$ cat config.mk
export PLATFORM = sky130hd
export DESIGN_NAME = synth_loop_control_logic
export DESIGN_NICKNAME = d
export VERILOG_FILES = /design/src/synth_loop_control_logic.v /design/src/speedup_timer.v /design/src/if_synth_sequencer.v
export VERILOG_INCLUDE_DIRS = /design/src
export SDC_FILE = /design/constraint.sdc
export NUM_CORES = 1
export LEC_CHECK = 0
export ABC_CLOCK_PERIOD_IN_PS = 5100
export BUFFER_PORTS_ARGS = -buffer_cell sky130_fd_sc_hd__buf_2
export CAP_MARGIN = 10
export CORE_UTILIZATION = 33
export CTS_CLUSTER_SIZE = 14
export DETAILED_ROUTE_END_ITERATION = 7
export SYNTH_ARGS = -nofsm -noshare
export SYNTH_HDL_FRONTEND = slang
export SYNTH_SLANG_ARGS = --single-unit
$ cat constraint.sdc
create_clock -name clk_sys -period 5.1 [get_ports clk_sys]
set_input_delay 0.255 -clock clk_sys [delete_from_list [all_inputs] [get_ports clk_sys]]
set_output_delay 0.255 -clock clk_sys [all_outputs]
set_load 0.005 [all_outputs]
$ cat src/synth_ctrl_consts.vh
// constants for the synthesizer loop control logic
//
// Behaviour
// - each loop enabled only by its own bit
// - disabled loop gates input stage and pump bias
// - reference chain off only when both loops off
// - word loading works with reference chain down
// - speed-up raises proportional, enables integral pump
// - alternate scheme: speed-up lasts 16 times length plus 15 reference periods
// - count is length nibble over four ones
// - standard scheme: speed-up while load strobe active
// - lock is AND of per-loop lock-or-disabled
// - test word with low nibble 5 to 7, or plain word with 4, routes node to lock pin
// - zero test word or fourth word clears test
// - low nibble selects lock pin source
// - pump source and sink test codes
// - reference test, prescaler bypass, fractional pump test
// - strobe falling edge sets synth enable flop
// - transmit enable rise leaves synth enable alone
// - transmit enable fall clears synth enable
// - standby forces IF lock term true
// - two-bit field gives divide ratio 6 to 9
// - free clock always on, switched clock gated
`ifndef SYNTH_CTRL_CONSTS_VH
`define SYNTH_CTRL_CONSTS_VH
`define TEST_W 20
`define TEST_ZERO 20'h00000
`define TEST_SEL_LOCK 4'h0
`define TEST_SEL_FRAC 4'h4
`define TEST_SEL_AUXDIV 4'h5
`define TEST_SEL_MAINDIV 4'h6
`define TEST_SEL_REFDIV 4'h7
`define TEST_PUMP_UP 8'hA8
`define TEST_PUMP_DOWN 8'h58
`define TEST_FRAC_PUMP 4'h2
`define TEST_PRE_BYPASS 4'h1
`define TEST_REF_CHAIN 4'h1
`define TEST_FORCE_HI 4'hC
`define TEST_FORCE_LO 4'h4
`define SPEEDUP_LOW_ONES 4'hF
`define IF_DIV_BASE 4'h6
`endif

$ cat src/synth_loop_control_logic.v
// top of the synthesizer loop control logic
`timescale 1ns/1ns
`default_nettype none
`include "synth_ctrl_consts.vh"
module synth_loop_control_logic (
  input wire clk_sys,
  input wire rst,
  input wire main_loop_enable,
  input wire aux_loop_enable,
  input wire alternate_programming_scheme,
  input wire [3:0] speedup_length,
  input wire main_word_load,
  input wire load_strobe,
  input wire ref_div_pulse,
  input wire test_word_load,
  input wire [19:0] test_word,
  input wire fourth_word_load,
  input wire main_lock_flag,
  input wire aux_lock_flag,
  input wire if_lock_flag,
  input wire transmit_enable,
  input wire standby_mode,
  input wire [1:0] if_div_code,
  input wire frac_overflow,
  input wire aux_div_out,
  input wire main_div_out,
  input wire main_ref_div_out,
  output reg main_stage_on,
  output reg aux_stage_on,
  output reg ref_chain_on,
  output reg word_load_ready,
  output reg speedup_on,
  output reg integral_pump_on,
  output reg lock_out,
  output reg pump_force_up,
  output reg pump_force_down,
  output reg ref_chain_test,
  output reg main_prescaler_bypass,
  output reg aux_prescaler_bypass,
  output reg frac_pump_test,
  output reg if_synth_on,
  output reg tx_chain_on,
  output reg [3:0] if_divide_ratio,
  output reg free_clock_on,
  output reg switched_clock_on
);
  // ----------------------------------------------------------------
  // helpers
  // ----------------------------------------------------------------
  // IF feedback divide ratio from its two-bit code
  function [3:0] div_ratio;
    input [1:0] code;
    begin
      div_ratio = `IF_DIV_BASE + {2'b00, code};
    end
  endfunction

  // lock term of one loop: locked, or switched off by its enable
  function loop_term;
    input locked;
    input enabled;
    begin
      loop_term = locked | ~enabled;
    end
  endfunction

  // low nibble of a test word holds the given code
  function nibble_is;
    input [19:0] word;
    input [3:0] code;
    begin
      nibble_is = (word[3:0] == code);
    end
  endfunction

  // only the top nibble of a test word is set, to the given code
  function top_only;
    input [19:0] word;
    input [3:0] code;
    begin
      top_only = (word[19:16] == code) && (word[15:0] == 16'h0000);
    end
  endfunction

  // low byte holds the given code and every bit above it is zero
  function low_byte_only;
    input [19:0] word;
    input [7:0] code;
    begin
      low_byte_only = (word[19:8] == 12'h000) && (word[7:0] == code);
    end
  endfunction

  reg [19:0] test_reg;
  reg lock_next;
  reg route_next;
  reg route_hit;
  wire speedup_w;
  wire synth_w;
  wire txchain_w;
  wire main_term;
  wire aux_term;
  wire if_term;
  wire test_plain;
  wire test_force_hi;
  wire test_force_lo;
  wire test_pump_up;
  wire test_pump_down;
  wire test_ref_chain;
  wire test_main_bypass;
  wire test_aux_bypass;
  wire test_frac_pump;

  // ----------------------------------------------------------------
  // submodules
  // ----------------------------------------------------------------
  speedup_timer u_speedup (
    .clk_sys(clk_sys),
    .rst(rst),
    .alternate_programming_scheme(alternate_programming_scheme),
    .speedup_length(speedup_length),
    .main_word_load(main_word_load),
    .load_strobe(load_strobe),
    .ref_div_pulse(ref_div_pulse),
    .speedup_active(speedup_w)
  );

  if_synth_sequencer u_seq (
    .clk_sys(clk_sys),
    .rst(rst),
    .load_strobe(load_strobe),
    .transmit_enable(transmit_enable),
    .if_synth_on(synth_w),
    .tx_chain_on(txchain_w)
  );

  // ----------------------------------------------------------------
  // test word register
  // ----------------------------------------------------------------
  always @(posedge clk_sys or posedge rst) begin
    if (rst) begin
      test_reg <= `TEST_ZERO;
    end else if (fourth_word_load) begin
      test_reg <= `TEST_ZERO;
    end else if (test_word_load) begin
      test_reg <= test_word;
    end
  end

  // ----------------------------------------------------------------
  // lock pin
  // ----------------------------------------------------------------
  // a loop that is switched off never holds the pin low
  assign main_term = loop_term(main_lock_flag, main_loop_enable);
  assign aux_term = loop_term(aux_lock_flag, aux_loop_enable);
  // if loop counts as disabled when its enable flop is low
  assign if_term = loop_term(if_lock_flag, synth_w) |
    standby_mode;

  // ----------------------------------------------------------------
  // test word decode
  // ----------------------------------------------------------------
  // a fourth word or a zero word clears every mode below
  assign test_plain = (test_reg[19:4] == 16'h0000);
  assign test_force_hi = top_only(test_reg, `TEST_FORCE_HI);
  assign test_force_lo = top_only(test_reg, `TEST_FORCE_LO);
  assign test_pump_up = low_byte_only(test_reg, `TEST_PUMP_UP);
  assign test_pump_down =
    low_byte_only(test_reg, `TEST_PUMP_DOWN);
  assign test_ref_chain = (test_reg[19:16] == `TEST_REF_CHAIN) &&
    nibble_is(test_reg, `TEST_SEL_REFDIV);
  assign test_main_bypass = (test_reg[11:8] == `TEST_PRE_BYPASS) &&
    nibble_is(test_reg, `TEST_SEL_MAINDIV);
  assign test_aux_bypass = test_reg[15] &&
    nibble_is(test_reg, `TEST_SEL_AUXDIV);
  assign test_frac_pump = (test_reg[11:8] == `TEST_FRAC_PUMP);

  // ----------------------------------------------------------------
  // lock pin
  // ----------------------------------------------------------------
  // node picked by the low nibble; the overflow node only on a plain word
  always @* begin
    route_next = 1'b0;
    route_hit = 1'b1;
    if (nibble_is(test_reg, `TEST_SEL_AUXDIV)) begin
      route_next = aux_div_out;
    end else if (nibble_is(test_reg, `TEST_SEL_MAINDIV)) begin
      route_next = main_div_out;
    end else if (nibble_is(test_reg, `TEST_SEL_REFDIV)) begin
      route_next = main_ref_div_out;
    end else if (test_plain && nibble_is(test_reg, `TEST_SEL_FRAC)) begin
      route_next = frac_overflow;
    end else begin
      route_hit = 1'b0;
    end
  end

  always @* begin
    lock_next = main_term & aux_term & if_term;
    if (test_force_hi) begin
      lock_next = 1'b1;
    end else if (test_force_lo) begin
      lock_next = 1'b0;
    end else if (route_hit) begin
      lock_next = route_next;
    end
  end

  // ----------------------------------------------------------------
  // loop power gating
  // ----------------------------------------------------------------
  always @(posedge clk_sys or posedge rst) begin
    if (rst) begin
      main_stage_on <= 1'b0;
      aux_stage_on <= 1'b0;
      ref_chain_on <= 1'b0;
      word_load_ready <= 1'b0;
    end else begin
      main_stage_on <= main_loop_enable;
      aux_stage_on <= aux_loop_enable;
      ref_chain_on <= main_loop_enable | aux_loop_enable;
      // word loading never waits on the reference chain
      word_load_ready <= 1'b1;
    end
  end

  // ----------------------------------------------------------------
  // speed-up currents
  // ----------------------------------------------------------------
  always @(posedge clk_sys or posedge rst) begin
    if (rst) begin
      speedup_on <= 1'b0;
      integral_pump_on <= 1'b0;
    end else begin
      // currents follow the timer only while the main loop is powered
      speedup_on <= speedup_w & main_loop_enable;
      integral_pump_on <= speedup_w & main_loop_enable;
    end
  end

  // ----------------------------------------------------------------
  // lock pin register
  // ----------------------------------------------------------------
  always @(posedge clk_sys or posedge rst) begin
    if (rst) begin
      lock_out <= 1'b0;
    end else begin
      lock_out <= lock_next;
    end
  end

  // ----------------------------------------------------------------
  // test mode outputs
  // ----------------------------------------------------------------
  always @(posedge clk_sys or posedge rst) begin
    if (rst) begin
      pump_force_up <= 1'b0;
      pump_force_down <= 1'b0;
      ref_chain_test <= 1'b0;
      main_prescaler_bypass <= 1'b0;
      aux_prescaler_bypass <= 1'b0;
      frac_pump_test <= 1'b0;
    end else begin
      // each mode holds only while its test word stays loaded
      pump_force_up <= test_pump_up;
      pump_force_down <= test_pump_down;
      ref_chain_test <= test_ref_chain;
      main_prescaler_bypass <= test_main_bypass;
      aux_prescaler_bypass <= test_aux_bypass;
      frac_pump_test <= test_frac_pump;
    end
  end

  // ----------------------------------------------------------------
  // IF chain
  // ----------------------------------------------------------------
  always @(posedge clk_sys or posedge rst) begin
    if (rst) begin
      if_synth_on <= 1'b0;
      tx_chain_on <= 1'b0;
      if_divide_ratio <= `IF_DIV_BASE;
    end else begin
      // transmit path needs both the synth flop and transmit enable
      if_synth_on <= synth_w;
      tx_chain_on <= txchain_w;
      if_divide_ratio <= div_ratio(if_div_code);
    end
  end

  // ----------------------------------------------------------------
  // clock outputs
  // ----------------------------------------------------------------
  always @(posedge clk_sys or posedge rst) begin
    if (rst) begin
      free_clock_on <= 1'b0;
      switched_clock_on <= 1'b0;
    end else begin
      free_clock_on <= 1'b1;
      // switched clock serves circuits used in standby or transmit only
      switched_clock_on <= standby_mode | transmit_enable;
    end
  end
endmodule // synth_loop_control_logic
`default_nettype wire

$ cat src/speedup_timer.v
// speed-up duration timer for both programming schemes
`timescale 1ns/1ns
`default_nettype none
`include "synth_ctrl_consts.vh"
module speedup_timer (
  input wire clk_sys,
  input wire rst,
  input wire alternate_programming_scheme,
  input wire [3:0] speedup_length,
  input wire main_word_load,
  input wire load_strobe,
  input wire ref_div_pulse,
  output wire speedup_active
);
  reg [7:0] count_reg;
  reg [7:0] count_next;

  always @* begin
    count_next = count_reg;
    if (main_word_load) begin
      count_next = {speedup_length, `SPEEDUP_LOW_ONES};
    end else if (ref_div_pulse && count_reg != 8'h00) begin
      count_next = count_reg - 8'h01;
    end
  end

  always @(posedge clk_sys or posedge rst) begin
    if (rst) begin
      count_reg <= 8'h00;
    end else begin
      count_reg <= count_next;
    end
  end

  // standard scheme follows the strobe level directly
  assign speedup_active = alternate_programming_scheme ?
    (count_reg != 8'h00) : load_strobe;
endmodule // speedup_timer
`default_nettype wire

$ cat src/if_synth_sequencer.v
// IF synthesizer enable sequencer driven by strobe and transmit enable
`timescale 1ns/1ns
`default_nettype none
`include "synth_ctrl_consts.vh"
module if_synth_sequencer (
  input wire clk_sys,
  input wire rst,
  input wire load_strobe,
  input wire transmit_enable,
  output wire if_synth_on,
  output wire tx_chain_on
);
  reg strobe_d_reg;
  reg tx_enable_d_reg;
  reg synth_reg;
  reg clear_reg;
  wire strobe_fall;
  wire tx_enable_fall;

  assign strobe_fall = strobe_d_reg & ~load_strobe;
  assign tx_enable_fall = tx_enable_d_reg & ~transmit_enable;

  always @(posedge clk_sys or posedge rst) begin
    if (rst) begin
      strobe_d_reg <= 1'b0;
      tx_enable_d_reg <= 1'b0;
      synth_reg <= 1'b0;
      clear_reg <= 1'b0;
    end else begin
      strobe_d_reg <= load_strobe;
      tx_enable_d_reg <= transmit_enable;
      clear_reg <= tx_enable_fall;
      // a new strobe fall wins over a pending clear
      if (strobe_fall) begin
        synth_reg <= 1'b1;
      end else if (clear_reg) begin
        synth_reg <= 1'b0;
      end
    end
  end

  assign if_synth_on = synth_reg;
  assign tx_chain_on = synth_reg & transmit_enable;
endmodule // if_synth_sequencer
`default_nettype wire

After elaboration in Yosys (flattened, before gate mapping)
Cells that the tools add are included.
{ "word_totals": {"ram_bits": 0, "register_bits": 51, "wordCells": 86, "inputBits": 45, "romBits": 0, "latchBits": 0, "memories": 0} }
{ "op_classes": {"n_bitwise": 17, "muxes": 18, "n_shift": 0, "multipliers": 0, "add_sub_neg": 2, "n_div": 0, "n_reduce_logical": 16, "eq_ne": 11, "n_lt_le_gt_ge": 0} }
{ "ops": {"columns": ["cell", "count"], "rows": [
  ["two-way mux 20 bit", 2],
  ["zero test 16 bit", 2],
  ["== test 4 x 3 -> 1 bit (second input constant)", 5],
  ["two-way mux 8 bit", 2],
  ["two-way mux 1 bit", 14],
  ["zero test 12 bit", 1],
  ["logical AND 1 bit", 9],
  ["== test 4 x 1 -> 1 bit (second input constant)", 2],
  ["== test 8 x 7 -> 1 bit (second input constant)", 1],
  ["== test 8 bit (second input constant)", 1],
  ["nonzero test 8 bit", 1],
  ["subtractor 8 x 1 -> 8 bit (second input constant)", 1],
  ["bitwise AND 1 bit", 6],
  ["bitwise OR 1 bit", 6],
  ["nonzero test 2 bit", 3],
  ["NOT 1 bit", 5],
  ["adder 3 x 2 -> 4 bit (first input constant)", 1],
  ["== test 4 x 2 -> 1 bit (second input constant)", 1],
  ["== test 4 bit (second input constant)", 1]
]} }

Depth between registers and ports, before layout
{ "logic_depth": {"word_depth": 9, "depth_mapped": 7, "ltp_nobuf": 7} }

By module
A second synthesis with hierarchy kept.
{ "unflattened": {"cells_unflattened": 201, "hier_area_um2": 2252.2} }
{ "modules_own_cells": {"columns": ["module", "area_each_um2", "n_inst", "cells_per_inst"], "rows": [
  ["synth_loop_control_logic", 1614.0, 1, 134],
  ["speedup_timer", 504.2, 1, 57],
  ["if_synth_sequencer", 133.9, 1, 10]
]} }

Worst setup path before layout
No wires, ideal clock.
{ "synth_timing": {"kind": "register -> register", "startpoint": "register u_speedup.count_reg[0]", "endpoint": "register u_speedup.count_reg[2]", "synth_period_minus_slack_ns": 1.960, "arrival_ns": 1.829, "stages_incl_launch_ff": 7, "path_slack_ns": 3.140, "t_required_ns": 4.969, "cell_sequence": "dfrtp_1 > inv_1 > ha_1 > or4b_4 > o41ai_4 > nor3b_1 > or3_1"} }
{ "synth_via": {"elab_chain_cells": 3} }
{ "synth_lines": {"columns": ["item", "line_no", "text"], "rows": [
  ["from (decl)", "speedup_timer.v:15", "reg [7:0] count_reg;"],
  ["from (signal assigned)", "speedup_timer.v:31", "count_reg <= count_next;"],
  ["subtractor 8 x 1 -> 8 bit / nonzero test 8 bit (equally long branches)", "speedup_timer.v:23, speedup_timer.v:22", null],
  ["two-way mux 8 bit / logical AND 1 bit (equally long branches)", "speedup_timer.v:22", "end else if (ref_div_pulse && count_reg != 8'h00) begin"],
  ["two-way mux 8 bit / nonzero test 2 bit (equally long branches)", null, null]
]} }
Several ways; a longest one is shown, not always the timed one. The select of a mux whose other input is x is not followed.
A chain may end at the register's enable or synchronous reset.

Final worst setup path
Same ends and word-level chain as after synthesis.

==> results_dict.tcl <==
set metrics [dict create \
    grt_use_total_pct 13.6 \
    status "finished, final reports clean" \
    postSynthAreaPerCell_um2 11.3 \
    tightest_slew_ns 1.02 \
    worstPathRequired_ns 5.26 \
    grt_pass1_wl_um 6760 \
    fp.dieArea_um2 6780 \
    cts.reportedPaths.clkPinSlew_ns 0.08 \
    top_layer "met4" \
    fin_util_pct 42.8 \
    vias 1536 \
    gr-total-overflow 0 \
    core.rowCount 28 \
    synth_edf_count 0 \
    cts_buffer_depth 2 \
    yosysMostFrequentCell "dfrtp_1" \
    core_um2 6060 \
    synth.top_cells.by_count "dfrtp_1, nor2_1, mux2i_1" \
    root_buffer "clkbuf_8" \
    setup_viol 0 \
    cts.sinks 50 \
    clock_skew_ns 0.0127 \
    critPathKind "reg2reg" \
    p_per_area_nw_per_um2 290 \
    fmax_mhz 477 \
    min_path_type "in2reg" \
    wl_met1_um 2260 \
    yosysTopAreaCellShare_pct 57.5 \
    synth.yosys.warnings 0 \
    power_frac_seq_pct 58.0 \
    crit_arrival_ns 2.26 \
    grt_max_degree 51 \
    ys_types 36 \
    r2r_cells 6 \
    antennaDiodeCount 0 \
    htreeDepth 2 \
    p_leak_nw 1.29 \
    p_switching_w 0.000183 \
    drc 0 \
    dpl.hpwl_um 3120 \
    num_io_pins 66 \
    portBuffers 65 \
    max-cap-violations 0 \
    ir_drop_mv 0.128 \
    holdPathStages 1 \
    final_nets 299 \
    grt_pass1_vias 1405 \
    drt_iter0_drc 89 \
    largest_reg_flops 20 \
    drt_pre_antenna_iters 4 \
    cts_tree "built" \
    cts_buffers 5 \
    start_util_pct 35.2 \
    drive_above_1_share_pct 30.8 \
    vias_per_cell 4.68 \
    cp-end-kind "flop" \
    period_needed_ns 2.10 \
    synth-seq-area-share_pct 58.8 \
    cellInternalPower_w 0.000571 \
    routed_wl_um 4300 \
    drv_slew 0 \
    holdWs_ns 0.0752 \
    async_flop_share_pct 100 \
    gp_congestion 0.809 \
    synth_area_leader_cell "dfrtp_1" \
    cts_setup_buffers 0 \
    synthCells 189 \
    ys_ff_latch 50 \
    synth_area_leaders "dfrtp_1, mux2i_1, nor2_1, nor4_1, nand2_1" \
    clock_latency_ns 0.29 \
    min_period_over_period_pct 41.1 \
    grt_antenna_before_repair 0 \
    cts_resized 0 \
    dr_wl_met3_um 171 \
    syn-cell-area_um2 2130 \
    die_h_um 82.4 \
    die_w_um 82.4 \
    power_w 0.000754 \
    ys.flop_type "dfrtp_1" \
    worstPathMaxFanout 5 \
    tns_ns 0 \
    route.met2.wl_um 1810 \
    crit_path_start_kind "flop" \
    ant_nets 0 \
    hold_buffers 0 \
    wl_per_cell_um 13.1 \
    r2r_setup_slack_ns 3.00 \
    hold_violations 0 \
    combPwrFrac_pct 11.6 \
    synthToLayoutAreaGrowth_pct 21.8 \
    pwr-share-clk_pct 30.4 \
    fillers 599 \
    p_sw_share_pct 24.3 \
    syn-num-nets 236 \
    slew_headroom_pct 32.2 \
    grt_setup_unrepaired "no" \
]
## through the flow
stage | worst slack, ns | std cells | instance area, um^2
2_1_floorplan | 3.14 | 189 | 2130
3_3_place_gp | 3.07 | 320 | 2500
3_5_place_dp | 3.00 | 320 | 2500
4_1_cts | 2.98 | 328 | 2590
5_1_grt | 2.88 | 328 | 2590
6_report | 3.00 | 328 | 2590
## final cells by class
cell class | count | area [um^2] | share of cell area, %
Clock buffer | 8 | 90.1 | 3.47
Inverter | 8 | 30.0 | 1.16
Multi-Input combinational cell | 122 | 803 | 31.0
Sequential cell | 50 | 1250 | 48.3
Tap cell | 75 | 93.8 | 3.62
Timing Repair Buffer | 65 | 325 | 12.5
## final timing paths
check / start / end
max in group asynchronous: rst / u_seq.clear_reg
worst min-delay path: if_div_code[0] / if_divide_ratio[0]
worst min register to register: u_seq.clear_reg / u_seq.if_synth_on
worst max-delay path: u_speedup.count_reg[0] / u_speedup.count_reg[2]
min in group asynchronous: rst / free_clock_on
worst max register to register: u_speedup.count_reg[0] / u_speedup.count_reg[2]
## placed cells by master, fill, tap and decap left out, drive strengths merged, types with 2 or more instances in the layout
cell type,count
buf,65
nor2,32
nor3b,2
xnor2,2
nor4,8
ha,2
inv,8
clkbuf,8
nor2b,5
mux2i,24
or3,2
nand2b,2
nand2,9
dfrtp,49
nor3,4
nand3,6
a211oi,2
o22ai,2
o21ai,4
## cell families after synthesis
| family | count (synthesis) | synth area share (%) |
|---|---|---|
| multiplexers | 25 | 11.8 |
| flip-flops | 50 | 58.8 |
| buffers and inverters | 17 | 3.52 |
| AO/OA/AOI/OAI | 15 | 5.64 |
| adder cells (fa/ha/maj) | 2 | 1.17 |
| XOR/XNOR | 2 | 0.822 |
| other | 1 | 0.176 |
| AND/OR/NAND/NOR | 77 | 18.1 |
## power groups by stage
| stage | logic (W) | registers (W) | clock network (W) |
|---|---|---|---|
| 3_3_place_gp | 0.0000882 | 0.000444 | 0 |
| 4_1_cts | 0.0000897 | 0.000437 | 0.000243 |
| 2_1_floorplan | 0.0000534 | 0.000441 | 0 |
| 5_1_grt | 0.000101 | 0.000441 | 0.000254 |
| 3_5_place_dp | 0.0000896 | 0.000445 | 0 |
| 6_report | 0.0000876 | 0.000437 | 0.000229 |
## metal layers
metal / vias up / global-route usage (%)
met5: - / 0
met4: 0 / 6.32
met3: 4 / 1.98
met2: 38 / 19.0
met1: 715 / 20.3
li1: 779 / -
## worst max-delay path, stage by stage, from the launching register on
cell     delay [ns]
dfrtp_1        0.38
inv_1          0.13
ha_1           0.18
or4b_4         0.49
o41ai_4        0.36
nor3b_1        0.08
or3_1          0.36
(Power assumes the default switching activity.)
